## src/osfm_pkg.sv

```systemverilog
/*
  osfm_pkg: register map, field positions, source and mode codes, state type
  and default counts of the clock select and fail-safe monitor block.
  Assumes nothing of its surroundings.
*/
package osfm_pkg;
  // register byte offsets on apb
  localparam logic [7:0] OFS_CTRL = 8'h00;
  localparam logic [7:0] OFS_STAT = 8'h04;
  localparam logic [7:0] OFS_FLAG = 8'h08;
  localparam logic [7:0] OFS_IEN  = 8'h0C;
  // field positions
  localparam int CTRL_NEW_DIVIDER_SELECT_LSB = 0;
  localparam int CTRL_NEW_SOURCE_SELECT_LSB = 8;
  localparam int STAT_SRC_LSB  = 0;
  localparam int STAT_DIV_LSB  = 4;
  localparam int STAT_FAIL_BIT = 12;
  localparam int STAT_OST_BIT  = 13;
  localparam int STAT_SAMP_BIT = 14;
  localparam int STAT_MON_BIT  = 15;
  localparam int STAT_RST_LSB  = 16;
  localparam int STAT_EXT_LSB  = 20;
  localparam int FLAG_FAIL_BIT = 0;
  localparam int IEN_FAIL_BIT  = 0;
  localparam int IEN_GLOB_BIT  = 1;
  // clock source codes
  localparam logic [2:0] SRC_HF32 = 3'h0;
  localparam logic [2:0] SRC_PLL  = 3'h1;
  localparam logic [2:0] SRC_EXT  = 3'h2;
  localparam logic [2:0] SRC_SOSC = 3'h4;
  localparam logic [2:0] SRC_LF   = 3'h5;
  localparam logic [2:0] SRC_HF1  = 3'h6;
  // external mode codes
  localparam logic [2:0] EXT_HIGH = 3'h0;
  localparam logic [2:0] EXT_MED  = 3'h1;
  localparam logic [2:0] EXT_LOW  = 3'h2;
  localparam logic [2:0] XTAL_LP  = 3'h4;
  localparam logic [2:0] XTAL_XT  = 3'h5;
  localparam logic [2:0] XTAL_HS  = 3'h6;
  // power and gain codes: 0 low, 1 medium, 2 high
  localparam logic [1:0] LVL_LOW  = 2'h0;
  localparam logic [1:0] LVL_MED  = 2'h1;
  localparam logic [1:0] LVL_HIGH = 2'h2;
  // reset values, oscillator frequencies and default counts
  localparam logic [4:0] NEW_DIVIDER_SELECT_ONE      = 5'h00;
  localparam logic [2:0] SRC_RST       = SRC_HF1;
  localparam int         LF_FREQ_KHZ   = 31;
  localparam int         HF_MIN_MHZ    = 1;
  localparam int         HF_MAX_MHZ    = 32;
  localparam int         SAMPLE_DIV_DEF = 64;
  localparam int         OST_CYCLES_DEF = 1024;
  typedef enum logic [2:0] {
    ST_RUN   = 3'b001,
    ST_START = 3'b010,
    ST_FAIL  = 3'b100
  } osfm_state_t;
endpackage : osfm_pkg

```

## src/osfm_mon_if.sv

```systemverilog
/*
  osfm_mon_if: events between the clock selector and its fail detector.
  Assumes both ends run on pclk.
*/
`timescale 1ns/1ns
`default_nettype none
interface osfm_mon_if;
  logic lf_rise;
  logic ext_fall;
  logic mon_en;
  logic fail_pulse;
  logic sample_clk;
  modport mon (input lf_rise, input ext_fall, input mon_en,
               output fail_pulse, output sample_clk);
  modport ctl (output lf_rise, output ext_fall, output mon_en,
               input fail_pulse, input sample_clk);
endinterface : osfm_mon_if
`default_nettype wire

```

## src/osfm_detect.sv

```systemverilog
/*
  osfm_detect: sample clock divider and fail latch of the clock monitor.
  Assumes edge pulses arrive already synchronised to pclk.
*/
`timescale 1ns/1ns
`default_nettype none
module osfm_detect
  import osfm_pkg::*;
#(
  parameter int SAMPLE_DIV = SAMPLE_DIV_DEF
) (
  input  wire logic pclk,
  input  wire logic presetn,
  osfm_mon_if.mon   bus
);
  localparam int HALF = SAMPLE_DIV / 2;
  localparam int CW   = $clog2(HALF);
  localparam logic [CW-1:0] LAST = CW'(HALF - 1);

  logic [CW-1:0] div_cnt_r;
  logic          samp_r;
  logic          latch_r;
  logic          armed_r;
  logic          wrap;
  logic          samp_rise;
  logic          samp_fall;

  assign wrap      = bus.lf_rise && (div_cnt_r == LAST);
  assign samp_rise = wrap && !samp_r;
  assign samp_fall = wrap && samp_r;

  // toggles every half of the divide ratio
  always_ff @(posedge pclk or negedge presetn) begin
    if (!presetn) begin
      div_cnt_r <= '0;
      samp_r    <= 1'b0;
    end else if (bus.lf_rise) begin
      div_cnt_r <= wrap ? '0 : div_cnt_r + 1'b1;
      if (wrap) samp_r <= ~samp_r;
    end
  end

  // set wins, so a falling edge on the clearing cycle still counts
  always_ff @(posedge pclk or negedge presetn) begin
    if (!presetn) begin
      latch_r <= 1'b0;
    end else if (bus.ext_fall) begin
      latch_r <= 1'b1;
    end else if (samp_rise) begin
      latch_r <= 1'b0;
    end
  end

  // a whole half period is only seen after a rising edge while enabled
  always_ff @(posedge pclk or negedge presetn) begin
    if (!presetn) begin
      armed_r <= 1'b0;
    end else if (!bus.mon_en) begin
      armed_r <= 1'b0;
    end else if (samp_rise) begin
      armed_r <= 1'b1;
    end
  end

  assign bus.fail_pulse = bus.mon_en && armed_r && samp_fall && !latch_r && !bus.ext_fall;
  assign bus.sample_clk = samp_r;
endmodule : osfm_detect
`default_nettype wire

```

## src/osfm_top.sv

```systemverilog
/*
  osfm_top: system clock source selection, start-up timer and fail-safe
  monitor, with an apb register slave.
  Assumes straps are stable around reset release and that clock pins and the
  low-frequency oscillator are slower than a quarter of pclk.
*/
`timescale 1ns/1ns
`default_nettype none
module osfm_top
  import osfm_pkg::*;
#(
  parameter int OST_CYCLES = OST_CYCLES_DEF,
  parameter int SAMPLE_DIV = SAMPLE_DIV_DEF
) (
  input  wire logic        pclk,
  input  wire logic        presetn,
  input  wire logic        psel,
  input  wire logic        penable,
  input  wire logic        pwrite,
  input  wire logic [7:0]  paddr,
  input  wire logic [31:0] pwdata,
  output logic      [31:0] prdata,
  output logic             pready,
  output logic             pslverr,
  input  wire logic [2:0]  reset_osc_select,
  input  wire logic [2:0]  ext_osc_mode_select,
  input  wire logic        monitor_config_enable,
  input  wire logic        osc_in_pin,
  input  wire logic        sosc_in_pin,
  input  wire logic        low_freq_internal_osc,
  input  wire logic        sleep_req,
  output logic      [2:0]  clk_src_sel,
  output logic      [4:0]  clk_div_sel,
  output logic             hf_set_32m,
  output logic      [1:0]  ext_power_sel,
  output logic      [1:0]  xtal_gain_sel,
  output logic             xtal_amp_en,
  output logic             osc_out_free,
  output logic             fail_active,
  output logic             irq_req
);
  localparam int OW = $clog2(OST_CYCLES + 1);
  localparam logic [OW-1:0] OST_LAST = OW'(OST_CYCLES - 1);

  osfm_mon_if  mon ();
  osfm_state_t state_r;
  osfm_state_t state_nxt;
  logic [2:0]  new_source_select_r;
  logic [4:0]  new_divider_select_r;
  logic [2:0]  src_r;
  logic [2:0]  src_nxt;
  logic [4:0]  div_r;
  logic [4:0]  div_nxt;
  logic [OW-1:0] ost_cnt_r;
  logic        cfg_done_r;
  logic [2:0]  rst_src_r;
  logic [2:0]  ext_mode_r;
  logic        mon_cfg_r;
  logic        flag_r;
  logic        fail_ie_r;
  logic        glob_ie_r;
  logic [2:0]  pin_raw;
  logic [2:0]  pin_fall;
  logic [2:0]  pin_rise;
  logic        wr_acc;
  logic        rd_setup;
  logic        addr_ok;
  logic        wr_ctrl;
  logic        wr_flag;
  logic        ctrl_chg;
  logic        do_sw;
  logic [2:0]  tgt_src;
  logic [4:0]  tgt_div;
  logic [2:0]  watch_src;
  logic        ext_fall;
  logic        ost_done;
  logic        fail_set;

  function automatic logic is_ext(input logic [2:0] s);
    return (s == SRC_EXT) || (s == SRC_PLL) || (s == SRC_SOSC);
  endfunction : is_ext

  function automatic logic is_ec(input logic [2:0] m);
    return (m == EXT_HIGH) || (m == EXT_MED) || (m == EXT_LOW);
  endfunction : is_ec

  // crystals need settling; the secondary oscillator is always a crystal
  function automatic logic needs_ost(input logic [2:0] s, input logic [2:0] m);
    return (s == SRC_SOSC) || (is_ext(s) && !is_ec(m));
  endfunction : needs_ost

  function automatic logic [2:0] legal_src(input logic [2:0] s);
    unique case (s)
      SRC_HF32, SRC_PLL, SRC_EXT, SRC_SOSC, SRC_LF, SRC_HF1: return s;
      default: return SRC_HF1;
    endcase
  endfunction : legal_src

  // three-stage synchronisers; a change counts once stages two and three agree
  assign pin_raw = {low_freq_internal_osc, sosc_in_pin, osc_in_pin};
  genvar g;
  generate
    for (g = 0; g < 3; g++) begin : g_sync
      logic s1_r;
      logic s2_r;
      logic s3_r;
      logic lvl_r;
      always_ff @(posedge pclk or negedge presetn) begin
        if (!presetn) begin
          s1_r  <= 1'b0;
          s2_r  <= 1'b0;
          s3_r  <= 1'b0;
          lvl_r <= 1'b0;
        end else begin
          s1_r <= pin_raw[g];
          s2_r <= s1_r;
          s3_r <= s2_r;
          if (s2_r == s3_r) lvl_r <= s3_r;
        end
      end
      assign pin_fall[g] = lvl_r && !s3_r && (s2_r == s3_r);
      assign pin_rise[g] = !lvl_r && s3_r && (s2_r == s3_r);
    end
  endgenerate

  // apb: zero wait states, error on unmapped offsets
  assign addr_ok  = (paddr == OFS_CTRL) || (paddr == OFS_STAT) ||
                    (paddr == OFS_FLAG) || (paddr == OFS_IEN);
  assign wr_acc   = psel && penable && pwrite && addr_ok;
  assign rd_setup = psel && !penable && !pwrite;
  assign wr_ctrl  = wr_acc && (paddr == OFS_CTRL);
  assign wr_flag  = wr_acc && (paddr == OFS_FLAG);
  assign pready   = 1'b1;
  assign pslverr  = psel && penable && !addr_ok;

  assign tgt_src  = wr_ctrl ? legal_src(pwdata[CTRL_NEW_SOURCE_SELECT_LSB +: 3]) : new_source_select_r;
  assign tgt_div  = wr_ctrl ? pwdata[CTRL_NEW_DIVIDER_SELECT_LSB +: 5] : new_divider_select_r;
  assign ctrl_chg = wr_ctrl && ({tgt_src, tgt_div} != {new_source_select_r, new_divider_select_r});
  assign do_sw    = ctrl_chg || (sleep_req && (state_r == ST_FAIL));

  // monitor and timer follow the pin of the source being used or started
  assign watch_src = (state_r == ST_START) ? new_source_select_r : src_r;
  assign ext_fall  = (watch_src == SRC_SOSC) ? pin_fall[1] : pin_fall[0];
  assign ost_done  = (state_r == ST_START) && ext_fall && (ost_cnt_r == OST_LAST);

  assign mon.lf_rise  = pin_rise[2];
  assign mon.ext_fall = ext_fall;
  assign mon.mon_en   = mon_cfg_r && cfg_done_r &&
                        (((state_r == ST_RUN) && is_ext(src_r)) || (state_r == ST_START));

  osfm_detect #(
    .SAMPLE_DIV (SAMPLE_DIV)
  ) u_detect (
    .pclk    (pclk),
    .presetn (presetn),
    .bus     (mon)
  );

  // straps are caught on the first edge after reset release
  always_ff @(posedge pclk or negedge presetn) begin
    if (!presetn) begin
      cfg_done_r    <= 1'b0;
      rst_src_r     <= SRC_RST;
      ext_mode_r    <= EXT_HIGH;
      mon_cfg_r     <= 1'b0;
      ext_power_sel <= LVL_LOW;
      xtal_gain_sel <= LVL_LOW;
      xtal_amp_en   <= 1'b0;
      osc_out_free  <= 1'b0;
    end else if (!cfg_done_r) begin
      cfg_done_r <= 1'b1;
      rst_src_r  <= legal_src(reset_osc_select);
      ext_mode_r <= ext_osc_mode_select;
      mon_cfg_r  <= monitor_config_enable;
      unique case (ext_osc_mode_select)
        EXT_LOW:  ext_power_sel <= LVL_LOW;
        EXT_MED:  ext_power_sel <= LVL_MED;
        default:  ext_power_sel <= LVL_HIGH;
      endcase
      unique case (ext_osc_mode_select)
        XTAL_LP:  xtal_gain_sel <= LVL_LOW;
        XTAL_XT:  xtal_gain_sel <= LVL_MED;
        default:  xtal_gain_sel <= LVL_HIGH;
      endcase
      xtal_amp_en  <= !is_ec(ext_osc_mode_select);
      osc_out_free <= is_ec(ext_osc_mode_select);
    end
  end

  // source state machine; nothing decays, so a stalled clock loses no state
  always_comb begin
    state_nxt = state_r;
    src_nxt   = src_r;
    div_nxt   = div_r;
    unique case (state_r)
      ST_RUN: begin
        if (mon.fail_pulse && is_ext(src_r)) begin
          state_nxt = ST_FAIL;
        end
      end
      ST_START: begin
        if (mon.fail_pulse) begin
          state_nxt = ST_FAIL;
        end else if (ost_done) begin
          state_nxt = ST_RUN;
          src_nxt   = new_source_select_r;
          div_nxt   = new_divider_select_r;
        end
      end
      ST_FAIL: begin
        state_nxt = ST_FAIL;
      end
    endcase
    if (do_sw) begin
      if (needs_ost(tgt_src, ext_mode_r)) begin
        state_nxt = ST_START;
      end else begin
        state_nxt = ST_RUN;
        src_nxt   = tgt_src;
        div_nxt   = tgt_div;
      end
    end
    if (state_nxt == ST_FAIL) begin
      src_nxt = SRC_HF1;
      div_nxt = NEW_DIVIDER_SELECT_ONE;
    end
  end

  assign fail_set = (state_nxt == ST_FAIL) && (state_r != ST_FAIL);

  always_ff @(posedge pclk or negedge presetn) begin
    if (!presetn) begin
      state_r    <= ST_RUN;
      src_r      <= SRC_RST;
      div_r      <= NEW_DIVIDER_SELECT_ONE;
      hf_set_32m <= 1'b0;
    end else if (!cfg_done_r) begin
      if (needs_ost(legal_src(reset_osc_select), ext_osc_mode_select)) begin
        state_r <= ST_START;
      end else begin
        src_r      <= legal_src(reset_osc_select);
        hf_set_32m <= legal_src(reset_osc_select) == SRC_HF32;
      end
    end else begin
      state_r    <= state_nxt;
      src_r      <= src_nxt;
      div_r      <= div_nxt;
      hf_set_32m <= src_nxt == SRC_HF32;
    end
  end

  // control register holds the requested selection
  always_ff @(posedge pclk or negedge presetn) begin
    if (!presetn) begin
      new_source_select_r <= SRC_RST;
      new_divider_select_r <= NEW_DIVIDER_SELECT_ONE;
    end else if (!cfg_done_r) begin
      new_source_select_r <= legal_src(reset_osc_select);
    end else if (wr_ctrl) begin
      new_source_select_r <= tgt_src;
      new_divider_select_r <= tgt_div;
    end
  end

  // start-up timer counts falling edges of the oscillator being started
  always_ff @(posedge pclk or negedge presetn) begin
    if (!presetn) begin
      ost_cnt_r <= '0;
    end else if (state_nxt == ST_START && state_r != ST_START) begin
      ost_cnt_r <= '0;
    end else if (do_sw) begin
      ost_cnt_r <= '0;
    end else if ((state_r == ST_START) && ext_fall && !ost_done) begin
      ost_cnt_r <= ost_cnt_r + 1'b1;
    end
  end

  // hardware set wins over a software clear in the same cycle
  always_ff @(posedge pclk or negedge presetn) begin
    if (!presetn) begin
      flag_r <= 1'b0;
    end else if (fail_set) begin
      flag_r <= 1'b1;
    end else if (wr_flag) begin
      flag_r <= pwdata[FLAG_FAIL_BIT];
    end
  end

  always_ff @(posedge pclk or negedge presetn) begin
    if (!presetn) begin
      fail_ie_r <= 1'b0;
      glob_ie_r <= 1'b0;
    end else if (wr_acc && (paddr == OFS_IEN)) begin
      fail_ie_r <= pwdata[IEN_FAIL_BIT];
      glob_ie_r <= pwdata[IEN_GLOB_BIT];
    end
  end

  assign irq_req     = flag_r && fail_ie_r && glob_ie_r;
  assign fail_active = state_r == ST_FAIL;
  assign clk_src_sel = src_r;
  assign clk_div_sel = div_r;

  // read data is registered in the setup cycle and stands through access
  always_ff @(posedge pclk or negedge presetn) begin
    if (!presetn) begin
      prdata <= 32'h00000000;
    end else if (rd_setup) begin
      prdata <= 32'h00000000;
      unique case (paddr)
        OFS_CTRL: begin
          prdata[CTRL_NEW_DIVIDER_SELECT_LSB +: 5] <= new_divider_select_r;
          prdata[CTRL_NEW_SOURCE_SELECT_LSB +: 3] <= new_source_select_r;
        end
        OFS_STAT: begin
          prdata[STAT_SRC_LSB +: 3] <= src_r;
          prdata[STAT_DIV_LSB +: 5] <= div_r;
          prdata[STAT_FAIL_BIT]     <= state_r == ST_FAIL;
          prdata[STAT_OST_BIT]      <= state_r == ST_START;
          prdata[STAT_SAMP_BIT]     <= mon.sample_clk;
          prdata[STAT_MON_BIT]      <= mon_cfg_r;
          prdata[STAT_RST_LSB +: 3] <= rst_src_r;
          prdata[STAT_EXT_LSB +: 3] <= ext_mode_r;
        end
        OFS_FLAG: prdata[FLAG_FAIL_BIT] <= flag_r;
        OFS_IEN: begin
          prdata[IEN_FAIL_BIT] <= fail_ie_r;
          prdata[IEN_GLOB_BIT] <= glob_ie_r;
        end
        default: prdata <= 32'h00000000;
      endcase
    end
  end
endmodule : osfm_top
`default_nettype wire

```

## config.mk

```make
export PLATFORM = sky130hd
export DESIGN_NAME = osfm_top
export DESIGN_NICKNAME = d
export VERILOG_FILES = /design/src/osfm_pkg.sv /design/src/osfm_mon_if.sv /design/src/osfm_detect.sv /design/src/osfm_top.sv
export SDC_FILE = /design/constraint.sdc
export NUM_CORES = 1
export LEC_CHECK = 0
export BUFFER_PORTS_ARGS = -buffer_cell sky130_fd_sc_hd__buf_2
export CAP_MARGIN = 20
export CORE_MARGIN = 10
export CORE_UTILIZATION = 58
export DETAILED_ROUTE_END_ITERATION = 7
export PLACE_DENSITY = 0.86
export SYNTH_ARGS = -nofsm -noshare
export SYNTH_HDL_FRONTEND = slang
export SYNTH_SLANG_ARGS = --single-unit
```

## constraint.sdc

```tcl
create_clock -name pclk -period 5.85 [get_ports pclk]
set_clock_uncertainty 0.15 [all_clocks]
set_input_delay 1.755 -clock pclk [delete_from_list [all_inputs] [get_ports pclk]]
set_output_delay 1.755 -clock pclk [all_outputs]
set_load 0.1 [all_outputs]
```

==> out/summary.txt, run 1 <==
Run status: completed
Critical Path End Type: output pin
Dpl cell area: 4710 um2
Final setup fails: 0
Most used cell, CP: buf_2
Post-CTS Setup Inserts: 0
Initial Util: 59.7%
Synth unique cells: 56
Die W: 107 um
DR pass1 iterations: 6
DIE HEIGHT: 107 um
Tcrit/Tclk final: 84.3%
Final hold violation count: 0
Via count: 3,469
Remaining DRCs: 0
RSZ-0062 raised after global routing: no
Routability cong.: 0.890
NumNets Final: 546
CTS clk-pin slew, worst paths: 90 ps
Final Util: 67.7%
First-pass GRT wire length: 16,200 um
TNS Setup: 0 ps
Cell leakage power: 2.31 nW
Final Max Slew Viols: 0
Worst path top cell family by delay: simple AND/OR/NAND/NOR gates
Die Area: 11,400 um2
Post-cts gate resize count: 0
FILL cells: 578
CP Launch Type: input pin
Largest cells by area after synthesis: dfrtp_1, dfstp_2, nand2_1
Clk_lat worst skew: 360 ps
Share of cells above drive strength 1: 24.8%
CP max-delay cell: nor4_1
Antenna viol nets, final: 0
Crit path max fanout: 6
Max Freq: 203 MHz
CP Class: input pin to output pin
Worst Max-Slew Pin Slew: 1000 ps
Clock Path Buffers: 2
Peak supply drop: 0.000221 V
Total Wirelength: 9990 um
Synthesized flop and latch total: 89
N_diodes: 0
Syn Inst Count: 423
Worst path cell trace: buf_2 > nor4_1 > nand2_1 > and3_1 > buf_2
Largest net degree at the start of global routing: 90
Synth Area per Inst: 10.3 um2
All-layer global routing usage: 17.6%
Drt wl/cell: 16.9 um
Synth Flop Type: dfrtp_1
Post-layout instance area: 4940 um2
CTS Sinks: 89
Synthesis Warnings: 0
Total grt overflow: 0
CTS H-Tree Depth: 3
Final WS setup: 916 ps
Root buf cell: clkbuf_8
Vias in the first global route: 3,340
Dpl ws: 939 ps
Sequential area share after synthesis: 51.4%
Initial antenna violation count: 0
Post-synth top area cell: dfrtp_1
Initial DRC count: 274
Maxcap violations: 0
Most common cell in the netlist: dfrtp_1
Vias per cell: 5.87
Post-synth EDFFs: 0
CP arrival: 3030 ps
PortBufs: 70
Hold Path Class: register to register
Hpwl dp: 7250 um
Area Overhead vs Synth: 13.4%
CTS tree: yes
Delay of the slowest cell on the worst path: 410 ps
Pwr/cell area: 322 nW/um2
Cts bufs inserted: 9
Buf/Inv on CP: 2
Cts hold-fix bufs: 0
Post-synth ARST share: 100%
Worst Path Required: 3940 ps
Core area: 7290 um2
I/O Pins: 107
Site row count: 31
Yosys top cell area share: 47.1%
Tmin final: 4930 ps
Post-synth top cells: dfrtp_1, nand2_1, nor2_1
Synthesized area: 4350 um2
Max_slew headroom: 33.0%
flip-flops by register name (all words and copies together) (netlist names), 3 cells and up:
signal and count:
clk_div_sel 5, clk_src_sel 3, ext_mode_r 3, g_sync.lvl_r 3, g_sync.s1_r 3, g_sync.s2_r 3
g_sync.s3_r 3, new_divider_select_r 5, new_source_select_r 3, ost_cnt_r 11, prdata 21, rst_src_r 3
state_r 3, u_detect.div_cnt_r 5
layer usage:
layer  vias up  wire length (um)  track usage [%]
li1       1626                 -                -
met1      1659              4060             21.1
met2       156              4760             28.1
met3        28               905             5.99
met4         0               269             7.74
met5         -                 0                0
power by group:
part / leakage [nW] / internal (mW) / switching, mW
clock: 0.0966 / 0.201 / 0.227
combinational: 1.12 / 0.112 / 0.272
sequential: 1.09 / 0.696 / 0.0802
total: 2.31 / 1.01 / 0.580
metrics by stage:
| step | power (mW) | hold WS (ps) | std cells |
|---|---|---|---|
| after floorplan | 1.08 | 181 | 434 |
| after global placement | 1.15 | 182 | 573 |
| after detailed placement | 1.17 | 186 | 573 |
| after CTS | 1.60 | 206 | 589 |
| after global routing | 1.68 | 220 | 591 |
| final | 1.59 | 203 | 591 |
cells in the final DEF, fill, tap and decap left out, types with 3 or more instances in the layout:
master     n
dfstp_2    7
nor2_1    32
and2_1     3
a211oi_1   4
inv_6      3
ha_1       3
o211ai_1   3
o21ai_0   24
maj3_1     3
xor2_1     7
nor3_1     9
nand2_1   45
dfrtp_1   82
nand2b_1   3
nor4_1     3
nor3b_1    6
nand3_1   10
and3_1     6
clkbuf_8   9
buf_2     69
nand4_1    4
or3_1      5
mux2i_1    7
a21oi_1   23
o221ai_1   6
a31oi_1    8
conb_1    13
inv_1      9
a21o_1     3
mux2_2    14
xnor2_1   13
or3b_2     7
a22o_1    15
worst paths after layout:
path,from,to,cells past startpoint,slack [ps]
min in group asynchronous,presetn,prdata[10]$_DFFE_PN0P_,1,1190
max reg2reg,new_source_select_r[2]$_DFFE_PN1P_,hf_set_32m$_DFFE_PN0P_,7,2690
min,g_sync[1].s1_r$_DFF_PN0_,g_sync[1].s2_r$_DFF_PN0_,0,200
min reg2reg,g_sync[1].s1_r$_DFF_PN0_,g_sync[1].s2_r$_DFF_PN0_,0,200
max in group asynchronous,presetn,clk_src_sel[2]$_DFFE_PN1P_,2,3680
max,paddr[5],pslverr,5,920
cell families (layout without fill, tap and decap cells):
kind of cell,after synthesis,in the layout,synth area share [%]
flops,89,89,51.4
buf+inv,40,98,4.77
mux,24,24,6.44
fa+ha+maj,6,6,1.55
other cells,2,13,0.172
compound gates,100,100,15.3
simple gates,142,142,16.4
xor+xnor,20,20,4.02
layout make-up:
class | instances | area (um2) | share of cell area, %
sequential | 89 | 2240 | 45.3
clock inverter | 7 | 76.3 | 1.55
inverter | 9 | 33.8 | 0.684
clock buffer | 9 | 124 | 2.51
timing repair buffer | 73 | 393 | 7.96
tap | 99 | 124 | 2.51
multi-input combinational | 305 | 1950 | 39.5
No activity file was read; power rests on OpenSTA's default activity.
==> run 2, diff against run 1 <==
Settings changed: ABC_AREA set to 1, CORE_UTILIZATION 58 to 49, PLACE_DENSITY 0.86 to 0.76.
Clock period 5.85 ns to 4.3 ns, I/O delays scaled along.
==> run 2 against run 1 <==
Design area up 9.6%. Hold slack hardly changed. Non-clock buffer count rose by 3. Final cell count up 36%. Largest cell class unchanged. Clock power increased by 46%. Synthesized cell count up 42%.
==> out/summary.txt, run 2 <==
Die Area: 14,000 um2 (+23%)
Synth Area per Inst: 7.86 um2 (-24%)
Critical R2R Capture: hf_set_32m$_DFFE_PN0P_
Final WS setup: 466 ps (-451 ps)
Final cell count without fillers: 806 (+36%)
Hold Path Depth: 0 (unchanged)
Drt wl/cell: 14.5 um (-14%)
Remaining DRCs: 0 (unchanged)
CP arrival: 2390 ps (-640 ps)
Synth unique cells: 49 (-13%)
Vias in the first global route: 3,927 (+18%)
Core area: 9330 um2 (+28%)
Share of cells above drive strength 1: 18.6% (-6.2 points)
Hold WS: 203 ps (+0.107 ps)
PortBufs: 70 (unchanged)
CP Class: input pin to output pin
Combinational share of power: 23.4% (-0.8 points)
R2r worst-path depth: 17 (+10)
Hpwl dp: 8790 um (+21%)
DR pass1 iterations: 7 (+1)
Synthesis Warnings: 0 (unchanged)
Clock Path Buffers: 2 (unchanged)
Most frequent cells in the layout: nand2_1, dfrtp_1, inv_1, buf_2, nor2_1
Share of total power in the clock network: 29.7% (+2.8 points)
Synthesized area: 4730 um2 (+8.7%)
Pwr/cell area: 387 nW/um2 (+20%)
CTS H-Tree Depth: 3 (unchanged)
CP Launch Type: input pin
Initial Util: 50.8% (-9.0 points)
Max_slew headroom: 52.6% (+20 points)
TNS Setup: 0 ps (unchanged)
Largest register FFs: 21 (unchanged)
Biggest regs: prdata x21, ost_cnt_r x11
Total Wirelength: 11,700 um (+17%)
I/O Pins: 107 (unchanged)
Reg power frac: 46.9% (-1.9 points)
CTS Sinks: 89 (unchanged)
Worst Max-Slew Pin Slew: 711 ps (-290 ps)
Critical Path End Type: output pin
Synth Flop Type: dfrtp_1
Hold Path Sink: g_sync[0].s2_r$_DFF_PN0_
Most common cell in the netlist: nand2_1
Switching share of power: 37.2% (+0.74 points)
CTS tree: yes
Final Max Slew Viols: 0 (unchanged)
RSZ-0062 raised after global routing: no
Die W: 118 um (+11%)
Routability cong.: 0.902 (+1.3%)
Final Util: 58.0% (-9.7 points)
Post-synth top area cell: dfrtp_1
Total grt overflow: 0 (unchanged)
Post-cts gate resize count: 0 (unchanged)
Cell leakage power: 2.85 nW (+24%)
Largest cells by area after synthesis: dfrtp_1, nand2_1, inv_1
Post-synth ARST share: 100% (unchanged)
Final hold violation count: 0 (unchanged)
First-pass GRT wire length: 19,100 um (+18%)
Final setup fails: 0 (unchanged)
Initial DRC count: 288 (+5.1%)
Maxcap violations: 0 (unchanged)
Synthesized flop and latch total: 89 (unchanged)
Via count: 4,222 (+22%)
Crit path max fanout: 2 (-4)
Dpl ws: 439 ps (-500 ps)
Placed insts: 789 (+38%)
Post-synth EDFFs: 0 (unchanged)
Sequential area share after synthesis: 47.2% (-4.1 points)
Largest net degree at the start of global routing: 90 (unchanged)
Int Power: 1.31 mW (+30%)
DIE HEIGHT: 118 um (+11%)
Commonest non-fill, non-tap cell in the layout: nand2_1
Antenna viol nets, final: 0 (unchanged)
Tcrit/Tclk final: 89.2%
Post-CTS Setup Inserts: 0 (unchanged)
Peak supply drop: 0.000286 V (+29%)
Clk_lat worst skew: 380 ps (+20 ps)
Syn Inst Count: 602 (+42%)
Area Overhead vs Synth: 14.3%
CP Launch Point: paddr[1]
Yosys top cell area share: 43.3% (-3.8 points)
CTS clk-pin slew, worst paths: 90 ps (about the same)
RR Startpoint: u_detect.div_cnt_r[0]$_DFFE_PN0P_
Max Freq: 261 MHz
Run status: completed
Switch Pwr: 0.780 mW (+34%)
NumNets Final: 731 (+34%)
Worst Path Required: 2860 ps (-1080 ps)
Tmin final: 3830 ps
All-layer global routing usage: 16.2% (-1.4 points)
Root buf cell: clkbuf_8
Cts hold-fix bufs: 0 (unchanged)
Initial antenna violation count: 0 (unchanged)
Largest register by flop count: prdata
Vias per cell: 5.24 (-11%)
Hold Path Class: register to register
Post-synth top cells: nand2_1, dfrtp_1, inv_1
Reg-to-reg slack, setup: 1700 ps (-990 ps)
Site row count: 35 (+13%)
Cts bufs inserted: 9 (unchanged)
N_diodes: 0 (unchanged)
HP Start: g_sync[0].s1_r$_DFF_PN0_
## run 2: worst max-delay path by stage
stage                                     to  slack [ps]  cells past startpoint
final                                pslverr         470                      6
after detailed placement             pslverr         440                      6
after CTS                            pslverr         440                      6
after global placement               pslverr         540                      6
after global routing                 pslverr         360                      6
after floorplan           flag_r$_DFFE_PN0P_          60                      9
## run 2: cell type report
class                   instances  area [um2]
fillers                       851        3920
flip-flops and latches         89        2240
multi-input cells             416        2080
repair buffers                 76         418
inverters                      80         300
well taps                     129         161
clock buffers                   9         124
clock inverters                 7        90.1
## run 2: power groups by stage
stage,logic (mW),clock network [mW],registers [mW]
final,0.489,0.623,0.983
after detailed placement,0.487,0,0.998
after global routing,0.537,0.674,0.994
after floorplan,0.249,0,1.12
after global placement,0.472,0,0.991
after CTS,0.488,0.632,0.982
## run 2: worst max-delay path, stage by stage
cell	delay, ps
buf_2	100
nor2_1	140
inv_1	80
nor3_1	390
nor4_4	90
buf_2	310
## run 2: layer usage
metal	up-vias	GRT usage, %	share of wire, %
li1	2060	-	-
met2	145	27.1	48
met4	0	4.33	1.5
met5	-	0	0
met3	19	4.43	7.8
met1	1998	19.9	43
## run 2: per-stage QoR
step | total power [mW] | area (um2)
final | 2.09 | 5410
after global routing | 2.20 | 5410
after CTS | 2.10 | 5390
after detailed placement | 1.48 | 5170
after global placement | 1.46 | 5170
after floorplan | 1.37 | 4790
## run 2: cells by family (layout without fill, tap and decap cells)
group	after synthesis	count (layout)	synth area share [%]
AO/OA/AOI/OAI	90	90	10.8
AND/OR/NAND/NOR	299	299	28.8
other	2	13	0.159
XOR/XNOR	6	6	1.11
buffers and inverters	108	172	10.1
flip-flops	89	89	47.2
multiplexers	3	3	0.687
adder cells (fa/ha/maj)	5	5	1.22
